==> src/rtl/bcc_pkg.sv <==
// constants and types for the bcd calendar clock register block
// Overview of operation
// sixteen consecutive locations, thirteen data and three control, all read and write
// data reads return current digit; writes load it to set time and date
// seconds/minutes units 4 bits, tens 3; hours units 4, tens 2, bit2 pm
// day, month, year units 4 bits; day tens 2, month tens 1, year tens 4
// weekday 3 bits, 0 Sunday through 6 Saturday
// setting round bit clears seconds; at 30 or more also increments minutes
// pending flag reads interrupt state; writing 0 in latched mode clears it
// lock flag reads 1 while register access is refused, 0 otherwise
// while store flag is 1, written time and date are held still
// period field selects interrupt interval: 1/64 s, 1 s, 1 min, 1 h
// latched mode: interrupt asserts on period and stays until software clears
// pulsed mode: interrupt asserts on period and drops alone after 7.8 ms
// mask bit 1 keeps interrupt output inactive; 0 lets it follow status
// test bit takes count from fast main counter, else from slow divider
// hour-format bit 1 counts 0 to 23; 0 counts 1 to 12 with pm
// stop bit halts time counting until written back to 0
// writing 1 to counter-reset bit clears all internal divider counters
// registers decode at ffc0 to ffcf, seconds units first, control f last
// upper four bits and unused digit bits read zero and ignore writes
// digits count as decimal with carries, month lengths and weekday advance
package bcc_pkg;

  // ------------------------------------------------------------
  // address map
  // ------------------------------------------------------------
  localparam logic [15:0] RTC_BASE    = 16'hffc0;
  localparam logic [3:0]  OFF_SEC_U   = 4'h0;
  localparam logic [3:0]  OFF_SEC_T   = 4'h1;
  localparam logic [3:0]  OFF_MIN_U   = 4'h2;
  localparam logic [3:0]  OFF_MIN_T   = 4'h3;
  localparam logic [3:0]  OFF_HR_U    = 4'h4;
  localparam logic [3:0]  OFF_HR_T    = 4'h5;
  localparam logic [3:0]  OFF_DAY_U   = 4'h6;
  localparam logic [3:0]  OFF_DAY_T   = 4'h7;
  localparam logic [3:0]  OFF_MON_U   = 4'h8;
  localparam logic [3:0]  OFF_MON_T   = 4'h9;
  localparam logic [3:0]  OFF_YR_U    = 4'ha;
  localparam logic [3:0]  OFF_YR_T    = 4'hb;
  localparam logic [3:0]  OFF_WDAY    = 4'hc;
  localparam logic [3:0]  OFF_CTL_D   = 4'hd;
  localparam logic [3:0]  OFF_CTL_E   = 4'he;
  localparam logic [3:0]  OFF_CTL_F   = 4'hf;

  // ------------------------------------------------------------
  // control bit positions
  // ------------------------------------------------------------
  localparam int D_ROUND = 3;
  localparam int D_PEND  = 2;
  localparam int D_LOCK  = 1;
  localparam int D_STORE = 0;
  localparam int E_PER   = 2;
  localparam int E_MODE  = 1;
  localparam int E_MASK  = 0;
  localparam int F_TEST  = 3;
  localparam int F_H24   = 2;
  localparam int F_STOP  = 1;
  localparam int F_RST   = 0;

  // ------------------------------------------------------------
  // timing
  // ------------------------------------------------------------
  localparam int CLK_PERIOD_NS = 100;
  localparam int TICK64_NS     = 15625000;
  localparam int PULSE_NS      = 7800000;
  localparam int TICK64_CYC    = TICK64_NS / CLK_PERIOD_NS;
  localparam int PULSE_CYC     = PULSE_NS / CLK_PERIOD_NS;
  localparam logic [5:0] SUBSEC_LAST = 6'h3f;

  // ------------------------------------------------------------
  // time and date digits
  // ------------------------------------------------------------
  typedef struct packed {
    logic [3:0] secU;
    logic [2:0] secT;
    logic [3:0] minU;
    logic [2:0] minT;
    logic [3:0] hrU;
    logic [1:0] hrT;
    logic       pm;
    logic [3:0] dayU;
    logic [1:0] dayT;
    logic [3:0] monU;
    logic       monT;
    logic [3:0] yrU;
    logic [3:0] yrT;
    logic [2:0] wday;
  } bcc_time_s;

  // reset: 12 am, first of january, year 00, sunday
  localparam bcc_time_s TIME_RST = '{secU: 4'h0, secT: 3'h0, minU: 4'h0, minT: 3'h0,
                                     hrU: 4'h2, hrT: 2'h1, pm: 1'b0, dayU: 4'h1,
                                     dayT: 2'h0, monU: 4'h1, monT: 1'b0, yrU: 4'h0,
                                     yrT: 4'h0, wday: 3'h0};
  localparam logic [3:0] CTL_RST = 4'h0;

endpackage
==> src/rtl/bcc_clock_regs.sv <==
// bcd calendar clock with sixteen 4-bit host registers
`timescale 1ns/1ps
`default_nettype none
module bcc_clock_regs
  import bcc_pkg::*;
#(
  parameter int TICK64_CYCLES = TICK64_CYC,
  parameter int PULSE_CYCLES  = PULSE_CYC
) (
  input  wire logic        core_clk,   // system clock
  input  wire logic        reset_n,    // async reset, active low
  input  wire logic        clkEn,      // freezes all state when low
  input  wire logic [15:0] busAddr,    // host data address
  input  wire logic [7:0]  busWrData,  // host write data
  input  wire logic        busRd,      // read strobe, one cycle
  input  wire logic        busWr,      // write strobe, one cycle
  output var  logic [7:0]  busRdData,  // read data, registered
  output var  logic        busAck,     // read or write taken, registered
  output var  logic        irqOut      // interrupt, active high
);

  // ------------------------------------------------------------
  // functions
  // ------------------------------------------------------------
  function automatic logic [5:0] monthLen(input bcc_time_s t);
    logic leap;
    logic [4:0] m;
    leap = t.yrT[0] ? (t.yrU == 4'h2 || t.yrU == 4'h6)
                    : (t.yrU == 4'h0 || t.yrU == 4'h4 || t.yrU == 4'h8);
    m = {t.monT, t.monU};
    if (m == 5'h02) begin
      monthLen = leap ? 6'h29 : 6'h28;
    end else if (m == 5'h04 || m == 5'h06 || m == 5'h09 || m == 5'h11) begin
      monthLen = 6'h30;
    end else begin
      monthLen = 6'h31;
    end
  endfunction

  // advance by one second, or by one minute with seconds cleared
  function automatic bcc_time_s nextTime(input bcc_time_s t, input logic h24,
                                         input logic fromMin);
    bcc_time_s n;
    logic incMin;
    logic incHr;
    logic incDay;
    logic incMon;
    n = t;
    incDay = 1'b0;
    incMin = fromMin || (t.secU == 4'h9 && t.secT == 3'h5);
    if (fromMin) begin
      n.secU = 4'h0;
      n.secT = 3'h0;
    end else if (t.secU != 4'h9) begin
      n.secU = t.secU + 4'h1;
    end else begin
      n.secU = 4'h0;
      n.secT = (t.secT == 3'h5) ? 3'h0 : t.secT + 3'h1;
    end
    incHr = incMin && t.minU == 4'h9 && t.minT == 3'h5;
    if (incMin) begin
      if (t.minU != 4'h9) begin
        n.minU = t.minU + 4'h1;
      end else begin
        n.minU = 4'h0;
        n.minT = (t.minT == 3'h5) ? 3'h0 : t.minT + 3'h1;
      end
    end
    if (incHr) begin
      if (h24 && t.hrT == 2'h2 && t.hrU == 4'h3) begin
        n.hrT = 2'h0;
        n.hrU = 4'h0;
        incDay = 1'b1;
      end else if (!h24 && t.hrT == 2'h1 && t.hrU == 4'h2) begin
        n.hrT = 2'h0;
        n.hrU = 4'h1;
      end else begin
        // 11 to 12 flips the half of day; pm to am starts a new day
        if (!h24 && t.hrT == 2'h1 && t.hrU == 4'h1) begin
          n.pm = ~t.pm;
          incDay = t.pm;
        end
        if (t.hrU != 4'h9) begin
          n.hrU = t.hrU + 4'h1;
        end else begin
          n.hrU = 4'h0;
          n.hrT = t.hrT + 2'h1;
        end
      end
    end
    incMon = incDay && {t.dayT, t.dayU} == monthLen(t);
    if (incDay) begin
      n.wday = (t.wday == 3'h6) ? 3'h0 : t.wday + 3'h1;
      if (incMon) begin
        n.dayT = 2'h0;
        n.dayU = 4'h1;
      end else if (t.dayU != 4'h9) begin
        n.dayU = t.dayU + 4'h1;
      end else begin
        n.dayU = 4'h0;
        n.dayT = t.dayT + 2'h1;
      end
    end
    if (incMon) begin
      if (t.monT && t.monU == 4'h2) begin
        n.monT = 1'b0;
        n.monU = 4'h1;
        if (t.yrU != 4'h9) begin
          n.yrU = t.yrU + 4'h1;
        end else begin
          n.yrU = 4'h0;
          n.yrT = (t.yrT == 4'h9) ? 4'h0 : t.yrT + 4'h1;
        end
      end else if (t.monU == 4'h9) begin
        n.monT = 1'b1;
        n.monU = 4'h0;
      end else begin
        n.monU = t.monU + 4'h1;
      end
    end
    nextTime = n;
  endfunction

  // host write of one digit, unused bits dropped
  function automatic bcc_time_s writeDigit(input bcc_time_s t, input logic [3:0] idx,
                                           input logic [3:0] d);
    bcc_time_s n;
    n = t;
    case (idx)
      OFF_SEC_U: n.secU = d;
      OFF_SEC_T: n.secT = d[2:0];
      OFF_MIN_U: n.minU = d;
      OFF_MIN_T: n.minT = d[2:0];
      OFF_HR_U:  n.hrU = d;
      OFF_HR_T: begin
        n.hrT = d[1:0];
        n.pm  = d[2];
      end
      OFF_DAY_U: n.dayU = d;
      OFF_DAY_T: n.dayT = d[1:0];
      OFF_MON_U: n.monU = d;
      OFF_MON_T: n.monT = d[0];
      OFF_YR_U:  n.yrU = d;
      OFF_YR_T:  n.yrT = d;
      OFF_WDAY:  n.wday = d[2:0];
      default:   n = t;
    endcase
    writeDigit = n;
  endfunction

  // ------------------------------------------------------------
  // state
  // ------------------------------------------------------------
  bcc_time_s   time_q;
  bcc_time_s   time_d;
  logic [17:0] presc_q;
  logic [5:0]  subSec_q;
  logic        pendSec_q;
  logic        adv_q;
  logic        pend_q;
  logic        pend_d;
  logic [16:0] pulseCnt_q;
  logic [3:0]  ctlE_q;
  logic [3:0]  ctlF_q;
  logic        store_q;
  logic [3:0]  rdVal;

  // ------------------------------------------------------------
  // decode
  // ------------------------------------------------------------
  wire       hit      = busAddr[15:4] == RTC_BASE[15:4];
  wire [3:0] idx      = busAddr[3:0];
  wire [3:0] wd       = busWrData[3:0];
  wire       wrHit    = busWr && hit;
  wire       lock     = adv_q;
  wire       wrDigit  = wrHit && !lock && idx <= OFF_WDAY;
  wire       wrD      = wrHit && idx == OFF_CTL_D;
  wire       roundReq = wrD && wd[D_ROUND];
  wire       h24      = ctlF_q[F_H24];
  wire       stop     = ctlF_q[F_STOP];
  wire       intMode  = ctlE_q[E_MODE];
  wire       intMask  = ctlE_q[E_MASK];

  // ------------------------------------------------------------
  // divider chain
  // ------------------------------------------------------------
  wire tick64   = presc_q == 18'(TICK64_CYCLES - 1);
  wire secRaw   = tick64 && subSec_q == SUBSEC_LAST;
  wire secSrc   = ctlF_q[F_TEST] ? tick64 : secRaw;
  wire secEvt   = secSrc || pendSec_q;
  wire advance  = secEvt && !stop && !store_q;
  wire minWrap  = time_q.secU == 4'h9 && time_q.secT == 3'h5;
  wire hrWrap   = minWrap && time_q.minU == 4'h9 && time_q.minT == 3'h5;

  always_ff @(posedge core_clk or negedge reset_n) begin
    if (!reset_n) begin
      presc_q  <= 18'h0;
      subSec_q <= 6'h0;
    end else if (clkEn) begin
      if (ctlF_q[F_RST] || tick64) begin
        presc_q <= 18'h0;
      end else begin
        presc_q <= presc_q + 18'h1;
      end
      if (ctlF_q[F_RST]) begin
        subSec_q <= 6'h0;
      end else if (tick64) begin
        subSec_q <= subSec_q + 6'h1;
      end
    end
  end

  // ------------------------------------------------------------
  // time and date
  // ------------------------------------------------------------
  bcc_time_s roundT;
  bcc_time_s baseT;
  assign roundT = (time_q.secT >= 3'h3) ? nextTime(time_q, h24, 1'b1)
                : writeDigit(writeDigit(time_q, OFF_SEC_U, 4'h0), OFF_SEC_T, 4'h0);
  assign baseT  = roundReq ? roundT : adv_q ? nextTime(time_q, h24, 1'b0) : time_q;
  assign time_d = wrDigit ? writeDigit(baseT, idx, wd) : baseT;

  always_ff @(posedge core_clk or negedge reset_n) begin
    if (!reset_n) begin
      time_q    <= TIME_RST;
      adv_q     <= 1'b0;
      pendSec_q <= 1'b0;
    end else if (clkEn) begin
      time_q    <= time_d;
      adv_q     <= advance;
      // a second seen while held and not stopped is kept for later; one seen while stopped is dropped
      pendSec_q <= secEvt && store_q && !stop;
    end
  end

  // ------------------------------------------------------------
  // interrupt
  // ------------------------------------------------------------
  wire periodEvt = (ctlE_q[E_PER+:2] == 2'h0) ? tick64
                 : (ctlE_q[E_PER+:2] == 2'h1) ? adv_q
                 : (ctlE_q[E_PER+:2] == 2'h2) ? adv_q && minWrap
                 : adv_q && hrWrap;
  wire swClear   = wrD && !wd[D_PEND] && intMode;
  wire pulseEnd  = !intMode && pulseCnt_q == 17'h1;

  // a new period event wins over a clear in the same cycle
  assign pend_d = periodEvt ? 1'b1 : (swClear || pulseEnd) ? 1'b0 : pend_q;

  always_ff @(posedge core_clk or negedge reset_n) begin
    if (!reset_n) begin
      pend_q     <= 1'b0;
      pulseCnt_q <= 17'h0;
      irqOut     <= 1'b0;
    end else if (clkEn) begin
      pend_q <= pend_d;
      if (periodEvt) begin
        pulseCnt_q <= 17'(PULSE_CYCLES);
      end else if (pulseCnt_q != 17'h0) begin
        pulseCnt_q <= pulseCnt_q - 17'h1;
      end
      irqOut <= pend_q && !intMask;
    end
  end

  // ------------------------------------------------------------
  // control registers and host read
  // ------------------------------------------------------------
  always_ff @(posedge core_clk or negedge reset_n) begin
    if (!reset_n) begin
      ctlE_q  <= CTL_RST;
      ctlF_q  <= CTL_RST;
      store_q <= 1'b0;
    end else if (clkEn) begin
      if (wrD) begin
        store_q <= wd[D_STORE];
      end
      if (wrHit && idx == OFF_CTL_E) begin
        ctlE_q <= wd;
      end
      if (wrHit && idx == OFF_CTL_F) begin
        ctlF_q <= wd;
      end
    end
  end

  always_comb begin
    rdVal = 4'h0;
    case (idx)
      OFF_SEC_U: rdVal = time_q.secU;
      OFF_SEC_T: rdVal = {1'b0, time_q.secT};
      OFF_MIN_U: rdVal = time_q.minU;
      OFF_MIN_T: rdVal = {1'b0, time_q.minT};
      OFF_HR_U:  rdVal = time_q.hrU;
      OFF_HR_T:  rdVal = {1'b0, time_q.pm, time_q.hrT};
      OFF_DAY_U: rdVal = time_q.dayU;
      OFF_DAY_T: rdVal = {2'h0, time_q.dayT};
      OFF_MON_U: rdVal = time_q.monU;
      OFF_MON_T: rdVal = {3'h0, time_q.monT};
      OFF_YR_U:  rdVal = time_q.yrU;
      OFF_YR_T:  rdVal = time_q.yrT;
      OFF_WDAY:  rdVal = {1'b0, time_q.wday};
      OFF_CTL_D: rdVal = {1'b0, pend_q, lock, store_q};
      OFF_CTL_E: rdVal = ctlE_q;
      OFF_CTL_F: rdVal = ctlF_q;
      default:   rdVal = 4'h0;
    endcase
  end

  always_ff @(posedge core_clk or negedge reset_n) begin
    if (!reset_n) begin
      busRdData <= 8'h00;
      busAck    <= 1'b0;
    end else if (clkEn) begin
      busAck    <= hit && (busRd || busWr);
      busRdData <= (hit && busRd) ? {4'h0, rdVal} : 8'h00;
    end
  end
endmodule
`default_nettype wire

==> config.mk <==
export PLATFORM = sky130hd
export DESIGN_NAME = bcc_clock_regs
export DESIGN_NICKNAME = d
export VERILOG_FILES = /design/src/rtl/bcc_pkg.sv /design/src/rtl/bcc_clock_regs.sv
export SDC_FILE = /design/constraint.sdc
export NUM_CORES = 1
export LEC_CHECK = 0
export BUFFER_PORTS_ARGS = -buffer_cell sky130_fd_sc_hd__buf_4
export CAP_MARGIN = 20
export CORE_MARGIN = 8
export CORE_UTILIZATION = 35
export CTS_CLUSTER_SIZE = 14
export DETAILED_ROUTE_END_ITERATION = 10
export SETUP_SLACK_MARGIN = 0.1
export SKIP_LAST_GASP = 1
export SYNTH_ARGS = -nofsm -noshare
export SYNTH_HDL_FRONTEND = slang
export SYNTH_SLANG_ARGS = --single-unit
==> constraint.sdc <==
create_clock -name core_clk -period 3 [get_ports core_clk]
set_input_delay 0 -clock core_clk [delete_from_list [all_inputs] [get_ports core_clk]]
set_output_delay 0 -clock core_clk [all_outputs]
set_load 0.05 [all_outputs]
==> impl_metrics.yaml, run 1 <==
sta:
  worst_pin_slew_ns: 0.9774
  fin_worst_skew_ns: 0.01373
  hold_viol: 0
  setup_violations: 0
  rsz0062_at_grt: "true"
  max_freq_mhz: 359.8
  holdWs_ns: 0.02941
  fin_crit_ns: 2.779
  min_period_over_period_pct: 92.64
  finalMaxSlewViolations: 0
  tns_ns: 0
  fin_ws_ns: 0.2207
  max_slew_margin_pct: 33.15
critical_path:
  path_max_fanout: 5
  cp_data_arrival_time_ns: 3.02
  required_ns: 3.24
  worstSetupPathType: "flip-flop to flip-flop"
  crit_path_end_kind: "flip-flop"
  crit_path_start_kind: "flip-flop"
global_routing:
  grt_max_degree: 55
  grt_overflow: 0
  grt_pass1_wl_um: 34290
  antenna_found_initial: 0
  grt_pass1_vias: 6256
  gr-usage-all-layers_pct: 16.41
floorplanning:
  core_area_um2: 20170
  core.rowCount: 52
  die-area_um2: 25250
  start_util_pct: 35.43
  io_pins: 39
  fp.dieH_um: 158.9
  die_w_um: 158.9
cts:
  insertion_delay_ns: 0.36
  clkSinkCount: 102
  clock_path_buffers: 2
  cts_made_buffers: 9
  post_cts_buffers: 0
  cts_tree: "built"
  root_buffer: "clkbuf_16"
  h-tree-depth: 3
  clkTransAtPathRegs_ns: 0.08
place:
  dp_cells: 1135
  place_ws_ns: 0.01022
  finalWeightedCongestion: 0.9238
  portBuffers: 30
  place_hpwl_um: 14880
pwr:
  p_per_area_nw_per_um2: 425.2
  p_leak_nw: 3.202
  power_mw: 3.451
  irDropWorstVdd_v: 0.0002612
synth:
  syn_avg_cell_area_um2: 8.349
  yosys.area.top_type: "dfrtp_1"
  yosys_warnings: 0
  synth_top_area_share_pct: 34.31
  yosys_register_bits: 102
  synth.distinct_cells: 91
  synthTopCellsByArea: "dfrtp_1 34%, nand2_1 4.7%, o21ai_0 4.3%"
  synth_edf_count: 0
  synthesis.area_um2: 7147
  async_flop_share_pct: 100.0
  netlist_instances: 856
  seq_area_frac_synth_pct: 35.78
  synth_flop_cell: "dfrtp_1"
route:
  route.detailed.wl_per_inst_um: 18.09
  drt-initial-drc-count: 554
  routed_via_density: 5.770
  vias: 6676
  ant_nets: 0
  drt_pass1_iterations: 5
  wl_um: 20930
  drc: 0
final_layout:
  layout_common_cells: "98 x dfrtp_1, 89 x nand2_1, 76 x nor2_1"
  nets: 922
  nFillCells: 2063
  ff_latch_area_um2: 2557
  instances_no_fill: 1157
  area_growth_syn_to_layout_pct: 13.57
  diodes: 0
  drive_gt1_share_pct: 13.75
  final_common_cell: "dfrtp_1"
  multiInputGateArea_um2: 4252
worst_hold_path:
  min_path_type: "primary input to flip-flop"
status:
  outcome: "completed"
job:
  maxCapViolations: 0
==> cell usage after synthesis (all sizes together) (5+ instances only) <==
master,number
xor2,9
or3,7
o211ai,5
nand3b,6
nor4,8
mux2i,10
nor3,39
o22ai,17
ha,11
a22oi,8
nor4b,5
o31ai,15
nand2b,9
and4,5
dfrtp,98
clkbuf,32
nand4,15
and2,5
xnor2,21
and3,11
o32ai,6
o2bb2ai,10
mux2,9
a22o,9
inv,37
a21o,5
a31oi,9
nor2b,14
a21oi,59
nand3,33
nand2,89
buf,21
a211oi,6
nor2,77
o21ai,67
==> cell families (layout without fill, tap and decap cells) <==
logic type               Yosys count  in the layout  synth area share, %
AO/OA/AOI/OAI                    254            254                23.90
AND/OR/NAND/NOR                  348            348                26.00
adder cells (fa/ha/maj)           11             11                1.926
flip-flops                       102            102                35.78
multiplexers                      20             20                3.134
other                              1              4              0.05247
buffers and inverters             90            118                5.532
XOR/XNOR                          30             30                3.677
==> metal layers <==
metal | part of all wire, % | global-route usage (%) | vias to the layer above | wire length (um)
li1 | - | - | 3204 | -
met1 | 47 | 22.70 | 3187 | 9783
met2 | 43 | 24.40 | 243 | 9073
met3 | 7.1 | 4.137 | 42 | 1491
met4 | 2.8 | 5.660 | 0 | 580
met5 | 0 | 0 | - | 0
==> power by group <==
group          leakage [nW]  internal (mW)  switching [mW]
logic                  1.74          0.236           0.314
registers              1.30           1.49           0.131
clock network         0.156          0.691           0.589
total                  3.20           2.42            1.03
==> critical path, cell delays in order, from the launching register on <==
cell and delay (ns):
dfstp_2 0.57, ha_1 0.14, or4b_4 0.47, nor3_4 0.14
ha_2 0.20, o21ai_2 0.09, a211o_1 0.34, mux2_2 0.30
a311oi_2 0.20, o2bb2ai_1 0.09, o41a_1 0.11
==> metrics by stage <==
step                util, %  cell area (um2)
global placement      38.15             7695
CTS                   40.05             8078
floorplan                 -             7158
detailed placement    38.15             7695
global route          40.24             8117
finish                40.24             8117
==> final cells by class <==
class,count,area share [%]
clock buffers,11,2.991
clock inverters,5,0.8941
inverters,37,1.711
multi-input cells,667,52.38
flip-flops and latches,102,31.51
well taps,270,4.162
repair buffers,65,6.351
==> final timing paths <==
kind | from | endpoint | slack (ns) | cells after the start
max | time_q[23] | time_q[17] | 0.22 | 10
min | busWrData[0] | ctlF_q[0] | 0.03 | 3
max reg2reg | time_q[23] | time_q[17] | 0.22 | 10
min reg2reg | pendSec_q | pendSec_q | 0.50 | 1
max in group asynchronous | reset_n | time_q[26] | 1.99 | 3
min in group asynchronous | reset_n | presc_q[6] | 0.21 | 2
==> flip-flops by register name (all words and copies together) (netlist names) <==
register	flops
busAck	1
pendSec_q	1
irqOut	1
ctlE_q	4
busRdData	4
subSec_q	6
presc_q	18
adv_q	1
store_q	1
pulseCnt_q	17
ctlF_q	4
pend_q	1
time_q	43
==> timing repair <==
action	4_1_cts	5_1_grt
hold endpoints to repair	50	0
pin swaps	0	6
hold buffers	6	0
endpoints found under the setup margin	8	12
resized for setup	2	7
(Power assumes the default switching activity.)
==> inputs of run 2 (changes only) <==
clock period = 2.3 ns   (was 3 ns; I/O delays follow)
==> impl_metrics.yaml, run 2 (same netlist as run 1, synthesis figures left out) <==
final_layout:
  largest_reg_flops: 43
  multiInputGateArea_um2: 4502
  area_growth_syn_to_layout_pct: 27.63
  final_common_cell: "buf_4"
  nFillCells: 2014
  nets: 1022
  layout_common_cells: "152 x buf_4, 98 x dfrtp_1, 89 x nand2_1"
  reg_top3: "time_q (43), presc_q (18), pulseCnt_q (17)"
  diodes: 0
  largest-register: "time_q"
  ff_latch_area_um2: 2557
  drive_gt1_share_pct: 25.43
  finalInstanceArea_um2: 9121
critical_path:
  path_max_fanout: 5
  required_ns: 2.59
  slowest_stage: "dfstp_2"
  regToRegEndpoint: "time_q[3]"
  crit_path_start_kind: "flip-flop"
  worst-r2r-cell-count: 12
  cp_cell_sequence: "ha_1, or4b_4, nor3_4, ha_2, o21ai_4, a21oi_4, o21ai_4, buf_4, buf_6, o31ai_1, a21oi_1, a21oi_1"
  r2r_setup_slack_ns: -0.38
  crit_path_end_kind: "flip-flop"
  worstSetupPathType: "flip-flop to flip-flop"
  path_delay_family: "compound AO/OA/AOI/OAI gates"
  cp_data_arrival_time_ns: 2.96
  reg2reg_from: "time_q[23]"
  critPathBufInv: 2
  max_stage_delay_ns: 0.53
worst_hold_path:
  min_path_type: "primary input to flip-flop"
  min_to: "time_q[12]"
  whs_path_depth: 3
  hold_start: "busWrData[0]"
global_routing:
  gr-usage-all-layers_pct: 17.42
  antenna_found_initial: 0
  grt_pass1_vias: 6660
  grt_max_degree: 44
  grt_overflow: 0
  grt_pass1_wl_um: 36250
floorplanning:
  core.rowCount: 52
  die_w_um: 158.9
  fp.dieH_um: 158.9
  core_area_um2: 20170
  io_pins: 39
  die-area_um2: 25250
  start_util_pct: 35.43
status:
  outcome: "finished with violations"
  violations: "negative setup slack"
route:
  wl_um: 22590
  drt-initial-drc-count: 744
  route.detailed.wl_per_inst_um: 17.97
  vias: 7154
  ant_nets: 0
  drt_pass1_iterations: 5
  routed_via_density: 5.691
  drc: 0
sta:
  setup_violations: 22
  worst_pin_slew_ns: 0.5454
  hold_viol: 0
  holdWs_ns: 0.03537
  rsz0062_at_grt: "true"
  min_period_over_period_pct: 116.4
  max_slew_margin_pct: 62.70
  finalMaxSlewViolations: 0
  max_freq_mhz: 373.5
  fin_crit_ns: 2.677
  tns_ns: -6.683
  fin_worst_skew_ns: 0.007721
  fin_ws_ns: -0.3775
pwr:
  irDropWorstVdd_v: 0.0003988
  power_mw: 4.655
  p_per_area_nw_per_um2: 510.3
  p_leak_nw: 3.763
cts:
  clkSinkCount: 102
  h-tree-depth: 3
  root_buffer: "clkbuf_16"
  insertion_delay_ns: 0.36
  clkTransAtPathRegs_ns: 0.07
  cts_made_buffers: 9
  cts_tree: "built"
  clock_path_buffers: 2
place:
  finalWeightedCongestion: 0.9314
  portBuffers: 30
  place_hpwl_um: 16470
  dpl_cell_area_um2: 8431
job:
  maxCapViolations: 0
## run 2: worst max-delay path by stage
| stage | from | endpoint | slack, ns | cells past startpoint |
|---|---|---|---|---|
| finish | time_q[23] | time_q[3] | -0.38 | 12 |
| global route | time_q[23] | time_q[17] | -0.50 | 10 |
| CTS | time_q[23] | time_q[17] | -0.38 | 10 |
| detailed placement | time_q[23] | time_q[10] | -0.42 | 10 |
| global placement | time_q[23] | time_q[10] | -0.39 | 10 |
| floorplan | time_q[23] | time_q[6] | -0.44 | 10 |
## run 2: stage by stage
stage / setup slack, ns / std cells / utilization, %
after detailed placement: -0.4201 / 1224 / 41.80
after CTS: -0.3833 / 1254 / 44.62
after floorplan: -0.4380 / 859 / -
final: -0.3775 / 1257 / 45.22
after global routing: -0.5002 / 1257 / 45.22
after global placement: -0.3937 / 1224 / 41.80
## run 2: repair_timing
item / 4_1_cts / 5_1_grt
endpoints found under the hold margin: 39 / 0
setup endpoints to repair: 39 / 50
pin swaps: 19 / 20
gates cloned: 1 / 0
hold buffers: 6 / 0
resized for setup: 29 / 19
buffers inserted: 7 / 3
## run 2: worst reg2reg max path, stage by stage, from the launching register on
cell	delay, ns
dfstp_2	0.53
ha_1	0.13
or4b_4	0.47
nor3_4	0.12
ha_2	0.21
o21ai_4	0.09
a21oi_4	0.18
o21ai_4	0.12
buf_4	0.16
buf_6	0.12
o31ai_1	0.23
a21oi_1	0.11
a21oi_1	0.12
## run 2: layout make-up
class / instances / share of cell area, %
multi-input combinational: 668 / 49.36
sequential: 102 / 28.04
timing repair buffer: 164 / 14.10
tap: 270 / 3.704
clock buffer: 11 / 2.551
inverter: 37 / 1.523
clock inverter: 5 / 0.7270
## run 2: power breakdown
| part | total, mW | switching (mW) | internal, mW |
|---|---|---|---|
| Sequential | 2.08 | 0.139 | 1.94 |
| Clock | 1.60 | 0.743 | 0.860 |
| Combinational | 0.969 | 0.516 | 0.453 |
| Total | 4.65 | 1.40 | 3.26 |
## run 2: layer usage
| layer | part of all wire, % | GRT usage, % |
|---|---|---|
| met5 | 0 | 0 |
| met4 | 2.5 | 5.532 |
| met3 | 5.7 | 2.766 |
| met2 | 46 | 27.08 |
| met1 | 46 | 24.32 |
